File: src/qudp_pkg.sv
package qudp_pkg;
  // sizes
  localparam int CNT_W = 32;
  localparam int BLK_N = 2;
  localparam int ADDR_W = 8;
  localparam int CTRL_W = 11;
  // register map, per block, stride between blocks
  localparam logic [7:0] BLK_STRIDE = 8'h20;
  localparam logic [4:0] REG_CTRL = 5'h00;
  localparam logic [4:0] REG_CMD = 5'h04;
  localparam logic [4:0] REG_COUNT = 5'h08;
  localparam logic [4:0] REG_LATCH = 5'h0c;
  localparam logic [4:0] REG_HIGH = 5'h10;
  localparam logic [4:0] REG_LOW = 5'h14;
  localparam logic [4:0] REG_PERIOD = 5'h18;
  localparam logic [4:0] REG_STATUS = 5'h1c;
  localparam logic [CTRL_W-1:0] CTRL_RST = 11'h000;
  // control register fields
  localparam int B_MODE = 0;
  localparam int B_INVCLK = 1;
  localparam int B_INVDIR = 2;
  localparam int B_REFLATCH = 3;
  localparam int B_CLRREL = 4;
  localparam int B_LATREL = 5;
  localparam int B_REFONLY = 6;
  localparam int B_PWMSEL = 7;
  localparam int B_PWMEDGE = 9;
  localparam int B_PWMEN = 10;
  // command register fields
  localparam int C_SLATCH = 0;
  localparam int C_SCLEAR = 1;
  localparam int C_PWMCLR = 2;
  // counter input positions
  localparam int IN_A = 0;
  localparam int IN_B = 1;
  localparam int IN_REF = 2;
  // bus answers
  localparam logic [1:0] RESP_OK = 2'b00;
  localparam logic [1:0] RESP_SLVERR = 2'b10;
  // timing: pwm reference against module clock
  localparam int CLK_HZ = 100_000_000;
  localparam int PWM_REF_HZ = 100_000_000;
  localparam logic [CNT_W-1:0] PWM_STEP = CNT_W'(PWM_REF_HZ / CLK_HZ);
  // read channel states
  typedef enum logic {RD_IDLE = 1'b0, RD_RESP = 1'b1} qudp_rd_t;
endpackage

File: src/qudp_blk_if.sv
`timescale 1ns/100ps
interface qudp_blk_if;
  logic [qudp_pkg::CTRL_W-1:0] ctrl;
  logic softLatch;
  logic softClear;
  logic [qudp_pkg::CNT_W-1:0] count;
  logic [qudp_pkg::CNT_W-1:0] latchVal;
  logic [2:0] syncLvl;
  logic [2:0] prevLvl;
  modport top (output ctrl, softLatch, softClear, input count, latchVal, syncLvl, prevLvl);
  modport blk (input ctrl, softLatch, softClear, output count, latchVal, syncLvl, prevLvl);
endinterface

File: src/qudp_ud_cnt.sv
`timescale 1ns/100ps
module qudp_ud_cnt (
  // clock and reset
  input wire logic clk,
  input wire logic sys_rst,
  // raw inputs: a or count pulse, b or sense, reference
  input wire logic [2:0] rawIn,
  // settings and results
  qudp_blk_if.blk bif
);
  logic [2:0] meta_reg;
  logic [2:0] sync_reg;
  logic [2:0] prev_reg;
  logic [qudp_pkg::CNT_W-1:0] count_reg;
  logic [qudp_pkg::CNT_W-1:0] count_next;
  logic [qudp_pkg::CNT_W-1:0] latch_reg;
  logic quad;
  logic pulseFall;
  logic senseUp;
  logic aChg;
  logic bChg;
  logic quadUp;
  logic refRise;
  logic refClear;
  logic refLatch;

  // two-stage synchroniser, third stage for edges
  always_ff @(posedge clk or posedge sys_rst) begin
    if (sys_rst) begin
      meta_reg <= 3'h0;
      sync_reg <= 3'h0;
      prev_reg <= 3'h0;
    end else begin
      meta_reg <= rawIn;
      sync_reg <= meta_reg;
      prev_reg <= sync_reg;
    end
  end

  // edge and direction decode
  assign quad = bif.ctrl[qudp_pkg::B_MODE];
  assign pulseFall = (prev_reg[qudp_pkg::IN_A] ^ bif.ctrl[qudp_pkg::B_INVCLK])
    & ~(sync_reg[qudp_pkg::IN_A] ^ bif.ctrl[qudp_pkg::B_INVCLK]);
  assign senseUp = sync_reg[qudp_pkg::IN_B] ^ bif.ctrl[qudp_pkg::B_INVDIR];
  assign aChg = sync_reg[qudp_pkg::IN_A] ^ prev_reg[qudp_pkg::IN_A];
  assign bChg = sync_reg[qudp_pkg::IN_B] ^ prev_reg[qudp_pkg::IN_B];
  assign quadUp = sync_reg[qudp_pkg::IN_A] ^ prev_reg[qudp_pkg::IN_B];
  assign refRise = sync_reg[qudp_pkg::IN_REF] & ~prev_reg[qudp_pkg::IN_REF];

  // reference action: clear or latch, each only when released
  assign refClear = bif.ctrl[qudp_pkg::B_CLRREL] & ~bif.ctrl[qudp_pkg::B_REFLATCH]
    & ((quad & ~bif.ctrl[qudp_pkg::B_REFONLY]) ? (&sync_reg) : refRise);
  assign refLatch = bif.ctrl[qudp_pkg::B_LATREL] & bif.ctrl[qudp_pkg::B_REFLATCH] & refRise;

  // next count; clearing wins over a count step
  always_comb begin
    count_next = count_reg;
    if (quad) begin
      if (aChg ^ bChg) begin
        count_next = quadUp ? count_reg + 32'h1 : count_reg - 32'h1;
      end
    end else if (pulseFall) begin
      count_next = senseUp ? count_reg + 32'h1 : count_reg - 32'h1;
    end
    if (refClear | bif.softClear) begin
      count_next = '0;
    end
  end

  // count and latch storage
  always_ff @(posedge clk or posedge sys_rst) begin
    if (sys_rst) begin
      count_reg <= '0;
      latch_reg <= '0;
    end else begin
      count_reg <= count_next;
      if (bif.softLatch | refLatch) begin
        latch_reg <= count_reg;
      end
    end
  end

  assign bif.count = count_reg;
  assign bif.latchVal = latch_reg;
  assign bif.syncLvl = sync_reg;
  assign bif.prevLvl = prev_reg;
endmodule

File: src/qudp_top.sv
`timescale 1ns/100ps
// Function
// - two independent counter blocks, each set up by software
// - each block has a 32-bit up/down counter and a 32-bit pulse-width counter
// - both counters of a block run together without disturbing each other
// - up/down counter selects pulse-plus-sense or four-edge quadrature mode
// - pulse mode: each falling pulse edge steps the counter by one
// - pulse mode: sense high counts up, sense low counts down
// - software inverts pulse and sense inputs independently
// - software command copies the count into the latch register
// - a setting picks whether the reference clears or latches
// - reference action works only after its release setting is on
// - rising reference edge performs the chosen latch, or the clear in pulse mode and in reference-only quadrature
// - quadrature: every edge of both phases counts, four per period
// - quadrature clear needs both phases and reference high, or reference alone
// - pulse-width counter analyses a chosen input on a chosen edge
// - high time, low time, period and a new-result flag readable by software
// - high and low times counted at one hundred megahertz
// - second block inputs double as first three isolated inputs
// - first block reference doubles as sync serial data input
module qudp_top (
  // clock and reset
  input wire logic clk,
  input wire logic sys_rst,
  // axi4-lite write address
  input wire logic [qudp_pkg::ADDR_W-1:0] s_axi_awaddr,
  input wire logic s_axi_awvalid,
  output logic s_axi_awready,
  // axi4-lite write data
  input wire logic [31:0] s_axi_wdata,
  input wire logic [3:0] s_axi_wstrb,
  input wire logic s_axi_wvalid,
  output logic s_axi_wready,
  // axi4-lite write response
  output logic [1:0] s_axi_bresp,
  output logic s_axi_bvalid,
  input wire logic s_axi_bready,
  // axi4-lite read address
  input wire logic [qudp_pkg::ADDR_W-1:0] s_axi_araddr,
  input wire logic s_axi_arvalid,
  output logic s_axi_arready,
  // axi4-lite read data
  output logic [31:0] s_axi_rdata,
  output logic [1:0] s_axi_rresp,
  output logic s_axi_rvalid,
  input wire logic s_axi_rready,
  // first block encoder inputs
  input wire logic encA,
  input wire logic encB,
  // reference of first block, shared with serial data
  input wire logic syncSerialData,
  // isolated inputs 0..2, shared with second block
  input wire logic [2:0] isolatedIn,
  // synchronised levels for the other users of shared pins
  output logic serialDataLvl,
  output logic [2:0] isolatedLvl
);
  localparam int N = qudp_pkg::BLK_N;

  logic awHave_reg;
  logic wHave_reg;
  logic [qudp_pkg::ADDR_W-1:0] awAddr_reg;
  logic [31:0] wData_reg;
  logic [3:0] wStrb_reg;
  logic bvalid_reg;
  logic [1:0] bresp_reg;
  qudp_pkg::qudp_rd_t rd_reg;
  logic [31:0] rdata_reg;
  logic [1:0] rresp_reg;
  logic wrFire;
  logic [2:0] wrBlk;
  logic [4:0] wrOff;
  logic wrHit;
  logic [2:0] rdBlk;
  logic [4:0] rdOff;
  logic [31:0] rdMux;
  logic rdHit;
  logic [qudp_pkg::CTRL_W-1:0] ctrl_reg [N];
  logic [N-1:0] sLatch_reg;
  logic [N-1:0] sClear_reg;
  logic [N-1:0] pwmClr;
  logic [31:0] cntArr [N];
  logic [31:0] latArr [N];
  logic [31:0] highCnt_reg [N];
  logic [31:0] lowCnt_reg [N];
  logic [31:0] high_reg [N];
  logic [31:0] low_reg [N];
  logic [31:0] period_reg [N];
  logic [N-1:0] pwmValid_reg;
  logic [N-1:0] pwmCur;
  logic [N-1:0] pwmTrig;
  logic [2:0] rawIn [N];

  qudp_blk_if bif [N] ();

  // pin sharing: pins feed counters and their other users at once
  assign rawIn[0] = {syncSerialData, encB, encA};
  assign rawIn[1] = isolatedIn;
  assign serialDataLvl = bif[0].syncLvl[qudp_pkg::IN_REF];
  assign isolatedLvl = bif[1].syncLvl;

  // address decode
  assign wrBlk = awAddr_reg[7:5];
  assign wrOff = awAddr_reg[4:0];
  assign wrHit = (32'(wrBlk) < N);
  assign rdBlk = s_axi_araddr[7:5];
  assign rdOff = s_axi_araddr[4:0];
  assign rdHit = (32'(rdBlk) < N);
  assign wrFire = awHave_reg & wHave_reg & ~bvalid_reg;

  // write channels accepted in either order
  assign s_axi_awready = ~awHave_reg & ~bvalid_reg;
  assign s_axi_wready = ~wHave_reg & ~bvalid_reg;
  assign s_axi_bvalid = bvalid_reg;
  assign s_axi_bresp = bresp_reg;

  // write address and data holding
  always_ff @(posedge clk or posedge sys_rst) begin
    if (sys_rst) begin
      awHave_reg <= 1'b0;
      wHave_reg <= 1'b0;
      awAddr_reg <= '0;
      wData_reg <= 32'h0;
      wStrb_reg <= 4'h0;
    end else begin
      if (s_axi_awvalid & s_axi_awready) begin
        awHave_reg <= 1'b1;
        awAddr_reg <= s_axi_awaddr;
      end else if (wrFire) begin
        awHave_reg <= 1'b0;
      end
      if (s_axi_wvalid & s_axi_wready) begin
        wHave_reg <= 1'b1;
        wData_reg <= s_axi_wdata;
        wStrb_reg <= s_axi_wstrb;
      end else if (wrFire) begin
        wHave_reg <= 1'b0;
      end
    end
  end

  // write response, unmapped block gives slverr
  always_ff @(posedge clk or posedge sys_rst) begin
    if (sys_rst) begin
      bvalid_reg <= 1'b0;
      bresp_reg <= qudp_pkg::RESP_OK;
    end else if (wrFire) begin
      bvalid_reg <= 1'b1;
      bresp_reg <= wrHit ? qudp_pkg::RESP_OK : qudp_pkg::RESP_SLVERR;
    end else if (s_axi_bready) begin
      bvalid_reg <= 1'b0;
    end
  end

  // read mux
  always_comb begin
    rdMux = 32'h0;
    if (!rdHit) begin
      rdMux = 32'h0;
    end else if (rdOff == qudp_pkg::REG_CTRL) begin
      rdMux = 32'(ctrl_reg[rdBlk[0]]);
    end else if (rdOff == qudp_pkg::REG_COUNT) begin
      rdMux = cntArr[rdBlk[0]];
    end else if (rdOff == qudp_pkg::REG_LATCH) begin
      rdMux = latArr[rdBlk[0]];
    end else if (rdOff == qudp_pkg::REG_HIGH) begin
      rdMux = high_reg[rdBlk[0]];
    end else if (rdOff == qudp_pkg::REG_LOW) begin
      rdMux = low_reg[rdBlk[0]];
    end else if (rdOff == qudp_pkg::REG_PERIOD) begin
      rdMux = period_reg[rdBlk[0]];
    end else if (rdOff == qudp_pkg::REG_STATUS) begin
      rdMux = 32'(pwmValid_reg[rdBlk[0]]);
    end
  end

  // read channel, one answer per address
  assign s_axi_arready = (rd_reg == qudp_pkg::RD_IDLE);
  assign s_axi_rvalid = (rd_reg == qudp_pkg::RD_RESP);
  assign s_axi_rdata = rdata_reg;
  assign s_axi_rresp = rresp_reg;

  always_ff @(posedge clk or posedge sys_rst) begin
    if (sys_rst) begin
      rd_reg <= qudp_pkg::RD_IDLE;
      rdata_reg <= 32'h0;
      rresp_reg <= qudp_pkg::RESP_OK;
    end else begin
      case (rd_reg)
        qudp_pkg::RD_IDLE: begin
          if (s_axi_arvalid) begin
            rd_reg <= qudp_pkg::RD_RESP;
            rdata_reg <= rdMux;
            rresp_reg <= rdHit ? qudp_pkg::RESP_OK : qudp_pkg::RESP_SLVERR;
          end
        end
        default: begin
          if (s_axi_rready) begin
            rd_reg <= qudp_pkg::RD_IDLE;
          end
        end
      endcase
    end
  end

  // per block: settings, commands, counter core and pulse-width counter
  for (genvar g = 0; g < N; g++) begin : g_blk
    logic ctrlSel;
    logic cmdSel;
    assign ctrlSel = wrFire & wrHit & (wrBlk == 3'(g)) & (wrOff == qudp_pkg::REG_CTRL);
    assign cmdSel = wrFire & wrHit & (wrBlk == 3'(g)) & (wrOff == qudp_pkg::REG_CMD) & wStrb_reg[0];
    assign pwmClr[g] = cmdSel & wData_reg[qudp_pkg::C_PWMCLR];

    // settings register, byte lanes honoured
    always_ff @(posedge clk or posedge sys_rst) begin
      if (sys_rst) begin
        ctrl_reg[g] <= qudp_pkg::CTRL_RST;
      end else if (ctrlSel) begin
        if (wStrb_reg[0]) begin
          ctrl_reg[g][7:0] <= wData_reg[7:0];
        end
        if (wStrb_reg[1]) begin
          ctrl_reg[g][qudp_pkg::CTRL_W-1:8] <= wData_reg[qudp_pkg::CTRL_W-1:8];
        end
      end
    end

    // one-cycle command pulses
    always_ff @(posedge clk or posedge sys_rst) begin
      if (sys_rst) begin
        sLatch_reg[g] <= 1'b0;
        sClear_reg[g] <= 1'b0;
      end else begin
        sLatch_reg[g] <= cmdSel & wData_reg[qudp_pkg::C_SLATCH];
        sClear_reg[g] <= cmdSel & wData_reg[qudp_pkg::C_SCLEAR];
      end
    end

    assign bif[g].ctrl = ctrl_reg[g];
    assign bif[g].softLatch = sLatch_reg[g];
    assign bif[g].softClear = sClear_reg[g];
    assign cntArr[g] = bif[g].count;
    assign latArr[g] = bif[g].latchVal;

    qudp_ud_cnt u_cnt (
      .clk(clk),
      .sys_rst(sys_rst),
      .rawIn(rawIn[g]),
      .bif(bif[g])
    );

    // pulse-width input and edge choice; select 3 falls back to reference
    logic [1:0] sel;
    logic cur;
    logic prv;
    assign sel = ctrl_reg[g][qudp_pkg::B_PWMSEL+1:qudp_pkg::B_PWMSEL];
    assign cur = (sel == 2'h0) ? bif[g].syncLvl[qudp_pkg::IN_A] :
      (sel == 2'h1) ? bif[g].syncLvl[qudp_pkg::IN_B] : bif[g].syncLvl[qudp_pkg::IN_REF];
    assign prv = (sel == 2'h0) ? bif[g].prevLvl[qudp_pkg::IN_A] :
      (sel == 2'h1) ? bif[g].prevLvl[qudp_pkg::IN_B] : bif[g].prevLvl[qudp_pkg::IN_REF];
    assign pwmCur[g] = cur;
    assign pwmTrig[g] = ctrl_reg[g][qudp_pkg::B_PWMEN]
      & (ctrl_reg[g][qudp_pkg::B_PWMEDGE] ? (prv & ~cur) : (~prv & cur));

    // high and low time counting, separate from the up/down counter
    always_ff @(posedge clk or posedge sys_rst) begin
      if (sys_rst) begin
        highCnt_reg[g] <= 32'h0;
        lowCnt_reg[g] <= 32'h0;
      end else if (!ctrl_reg[g][qudp_pkg::B_PWMEN]) begin
        highCnt_reg[g] <= 32'h0;
        lowCnt_reg[g] <= 32'h0;
      end else if (pwmTrig[g]) begin
        highCnt_reg[g] <= cur ? qudp_pkg::PWM_STEP : 32'h0;
        lowCnt_reg[g] <= cur ? 32'h0 : qudp_pkg::PWM_STEP;
      end else if (cur) begin
        highCnt_reg[g] <= highCnt_reg[g] + qudp_pkg::PWM_STEP;
      end else begin
        lowCnt_reg[g] <= lowCnt_reg[g] + qudp_pkg::PWM_STEP;
      end
    end

    // results of the last whole period
    always_ff @(posedge clk or posedge sys_rst) begin
      if (sys_rst) begin
        high_reg[g] <= 32'h0;
        low_reg[g] <= 32'h0;
        period_reg[g] <= 32'h0;
      end else if (pwmTrig[g]) begin
        high_reg[g] <= highCnt_reg[g];
        low_reg[g] <= lowCnt_reg[g];
        period_reg[g] <= highCnt_reg[g] + lowCnt_reg[g];
      end
    end

    // new-result flag, set wins over clear
    always_ff @(posedge clk or posedge sys_rst) begin
      if (sys_rst) begin
        pwmValid_reg[g] <= 1'b0;
      end else if (pwmTrig[g]) begin
        pwmValid_reg[g] <= 1'b1;
      end else if (pwmClr[g]) begin
        pwmValid_reg[g] <= 1'b0;
      end
    end

  end
endmodule

File: config.mk
export PLATFORM = sky130hd
export DESIGN_NAME = qudp_top
export DESIGN_NICKNAME = d
export VERILOG_FILES = /design/src/qudp_pkg.sv /design/src/qudp_blk_if.sv /design/src/qudp_ud_cnt.sv /design/src/qudp_top.sv
export SDC_FILE = /design/constraint.sdc
export NUM_CORES = 2
export LEC_CHECK = 0
export BUFFER_PORTS_ARGS = -buffer_cell sky130_fd_sc_hd__clkbuf_2
export CAP_MARGIN = 25
export CORE_MARGIN = 2
export CORE_UTILIZATION = 45
export DETAILED_ROUTE_END_ITERATION = 7
export SLEW_MARGIN = 40
export SYNTH_ARGS = -nofsm -noshare
export SYNTH_HDL_FRONTEND = slang
export SYNTH_HIERARCHICAL = 1
export SYNTH_SLANG_ARGS = --single-unit
File: constraint.sdc
create_clock -name clk -period 13.02 [get_ports clk]
set_input_delay 1.302 -clock clk [delete_from_list [all_inputs] [get_ports clk]]
set_output_delay 1.302 -clock clk [all_outputs]
set_load 0.05 [all_outputs]
==> impl_metrics.ini <==
[die]
rows = 95
die_width_microns = 264
start_util_pct = 45.3
die_h_microns = 264
dieArea_sq_um = 69600
pin_count = 110
coreArea_sq_um = 67000

[worst_setup_path]
rr_worst_depth = 8
cp.buffers_inverters = 2
required_ps = 13500
startpoint_type = register
worstSetupEndpointType = register
path_cells = nand2b_1, o21ai_2, nor3_1, o21ai_4, buf_4, buf_6, o311ai_0, a211o_1
critical-path-top-delay-family = compound AO/OA/AOI/OAI gates
critPathMaxFanout = 90
slowest_delay_ps = 670
crit_slowest_cell = dfrtp_1
cp.arrival_ps = 3990
crit_cells = 8
crit_type = reg2reg

[hold_path]
hp-class = reg2reg
holdPathStages = 0

[layout]
multi_input_area_sq_um = 15600
synthToLayoutAreaGrowth_pct = 10.6
final_nets = 3223
fill_cells = 6215
regArea_sq_um = 13800
final_layout_size_suffix_gt1_share_pct = 15.6

[timing]
setup_violations = 0
fin_worst_skew_ps = 23.0
timing.fmax_mhz = 285
fin_crit_ps = 3510
rsz0062_at_grt = no
worstMarginPinSlew_ps = 857
final-hold-violation-count = 0
setup-tns-final_ps = 0
slew-limit-headroom_pct = 42.4
fin_crit_sh_pct = 26.9
maxSlewViolCount = 0

[route]
drt-wirelength-per-cell_microns = 21.0
routed-wl-met3_microns = 4310
top_layer_used = met4
routed_wl_microns = 84300
vias = 23400
antenna_left = 0
dr.first_iter.drc_count = 1909
wl_met1_microns = 38300
drtPass1Iterations = 5
route.met2.wl_microns = 38500
drc = 0
viasPerCell = 5.83

[synth]
synthArstFlopShare_pct = 100
ys_types = 92
synth_area_sq_um = 30400
syn_area_per_cell_sq_um = 9.88
synth-edff-count = 0
syn_inst = 3075
yosys_most_used_dff = dfrtp_1
seq_area_frac_synth_pct = 45.6
ys.warnings.count = 6
synth_seq_cells = 553

[power]
p_leak_nw = 15.3
p_total_mw = 4.55
cellPowerDensity_nw_per_um2 = 135
peakVddDrop_v = 0.000124

[clock_tree]
ctsResizeCount = 0
cts_root_buf = clkbuf_16
h-tree-depth = 3
clk_latency_ps = 610
clock-sinks = 553
clock_path_buffers = 3
cts_tree = done
clk_transition_reported_paths_ps = 60
cts_setup_buffers = 0
ctsHoldBuffers = 0
cts_made_buffers = 66

[global_route]
grt_max_degree = 140
antenna_found_initial = 0
grt_usage_pct = 24.4
grt_pass1_vias = 23200
grt_overflow = 0
grt_pass1_wl_microns = 134000

[status]
status = finished clean

[placed_design]
port_buffers = 84
gp_congestion = 0.917
dp_hpwl_microns = 59700

[job]
maxCapViolCount = 0
==> per-stage QoR <==
step / hold WS [ps] / utilization [%] / cells / worst slack [ps] / cell area (sq um)
floorplan: 331 / - / 3076 / 395 / 30400
global placement: 331 / 46.7 / 3888 / 8820 / 31300
detailed placement: 335 / 46.8 / 3890 / 8930 / 31400
CTS: 347 / 50.0 / 4009 / 9350 / 33500
global route: 351 / 50.1 / 4010 / 9280 / 33600
finish: 347 / 50.1 / 4011 / 9510 / 33600
==> final cells by class <==
class | count | share of cell area [%]
clock buffers | 96 | 5.79
inverters | 42 | 0.510
clock inverters | 23 | 0.611
multi-input cells | 2308 | 46.4
well taps | 873 | 3.25
diodes | 1 | 0.00745
flip-flops and latches | 553 | 41.2
repair buffers | 115 | 2.24
==> cell usage in the layout (no fill, tap or decap), types with 8 or more instances in the layout <==
cell and instances:
or3_1 42, inv_1 39, clkbuf_2 83, and2_1 22, clkbuf_16 66, o21ai_0 189
o22ai_1 42, nor4b_1 8, nor2_1 267, clkbuf_1 12, buf_4 21, o211ai_1 15
nand2_1 406, nand2b_1 8, and4_1 14, mux2_2 200, a211oi_1 9, a21o_1 20
o21bai_1 10, xnor2_1 69, dfrtp_1 553, a31oi_1 10, o221ai_1 26, clkinv_2 13
a22o_1 25, a21oi_1 131, xor2_1 139, mux2i_1 146, ha_1 70, nand3_1 79
o21a_1 8, clkbuf_8 19, nor4_1 55, and3_1 47, nor3_1 39, nand4_1 65
==> report_power, final <==
group          internal (mW)  switching (mW)
registers               1.84           0.244
logic                  0.242           0.395
clock network           1.08           0.748
total                   3.16            1.39
==> layer usage <==
layer | global-route usage [%] | vias to the layer above
met5 | 0 | -
met3 | 3.69 | 128
met2 | 38.3 | 617
met1 | 34.0 | 11600
met4 | 9.31 | 0
li1 | - | 11000
==> logic make-up after synthesis <==
| logic type | after synthesis | share of synthesized area [%] |
|---|---|---|
| XOR/XNOR | 210 | 6.10 |
| adder cells (fa/ha/maj) | 74 | 3.08 |
| AO/OA/AOI/OAI | 554 | 11.4 |
| other | 1 | 0.0123 |
| multiplexers | 352 | 12.5 |
| AND/OR/NAND/NOR | 1116 | 17.9 |
| flip-flops | 553 | 45.6 |
| buffers and inverters | 215 | 3.43 |
==> worst reg2reg max path, delay by kind of cell, from the launching register on <==
kind	cells	cell delay (ps)
AO/OA/AOI/OAI	4	1140
buffers and inverters	2	960
flip-flops	1	670
AND/OR/NAND/NOR	2	610
==> synthesized netlist by cell type (11+ instances only) <==
cell	count	area [sq um]
xor2_1	139	1220
and4_1	14	123
xnor2_1	69	604
nand2_1	407	1530
ha_1	70	876
nand4_1	65	407
nor2_1	268	1010
o211ai_1	15	113
nor3_1	39	195
and3_1	47	294
o21ai_0	190	951
dfrtp_1	553	13800
buf_4	11	82.6
inv_1	42	158
buf_1	22	82.6
or3_1	42	263
nor4_1	55	344
a21o_1	20	150
o22ai_1	42	263
mux2_2	200	2250
buf_6	15	169
a21oi_1	131	656
clkbuf_1	72	270
mux2i_1	148	1480
nand3_1	79	395
o221ai_1	26	228
a22o_1	25	219
and2_1	22	138
buf_2	48	240
==> path summary, 6_finish.rpt <==
kind | slack (ps) | from | end
min in group asynchronous | 730 | sys_rst | s_axi_rdata[19]
worst min-delay path | 350 | g_blk[0].u_cnt/meta_reg[1] | g_blk[0].u_cnt/bif.syncLvl[1]
worst max register to register | 9510 | bif[0].ctrl[8] | period_reg[60]
worst max-delay path | 9510 | bif[0].ctrl[8] | period_reg[60]
max in group asynchronous | 10430 | sys_rst | lowCnt_reg[38]
worst min register to register | 350 | g_blk[0].u_cnt/meta_reg[1] | g_blk[0].u_cnt/bif.syncLvl[1]
Power figures use the tool's default switching activity.
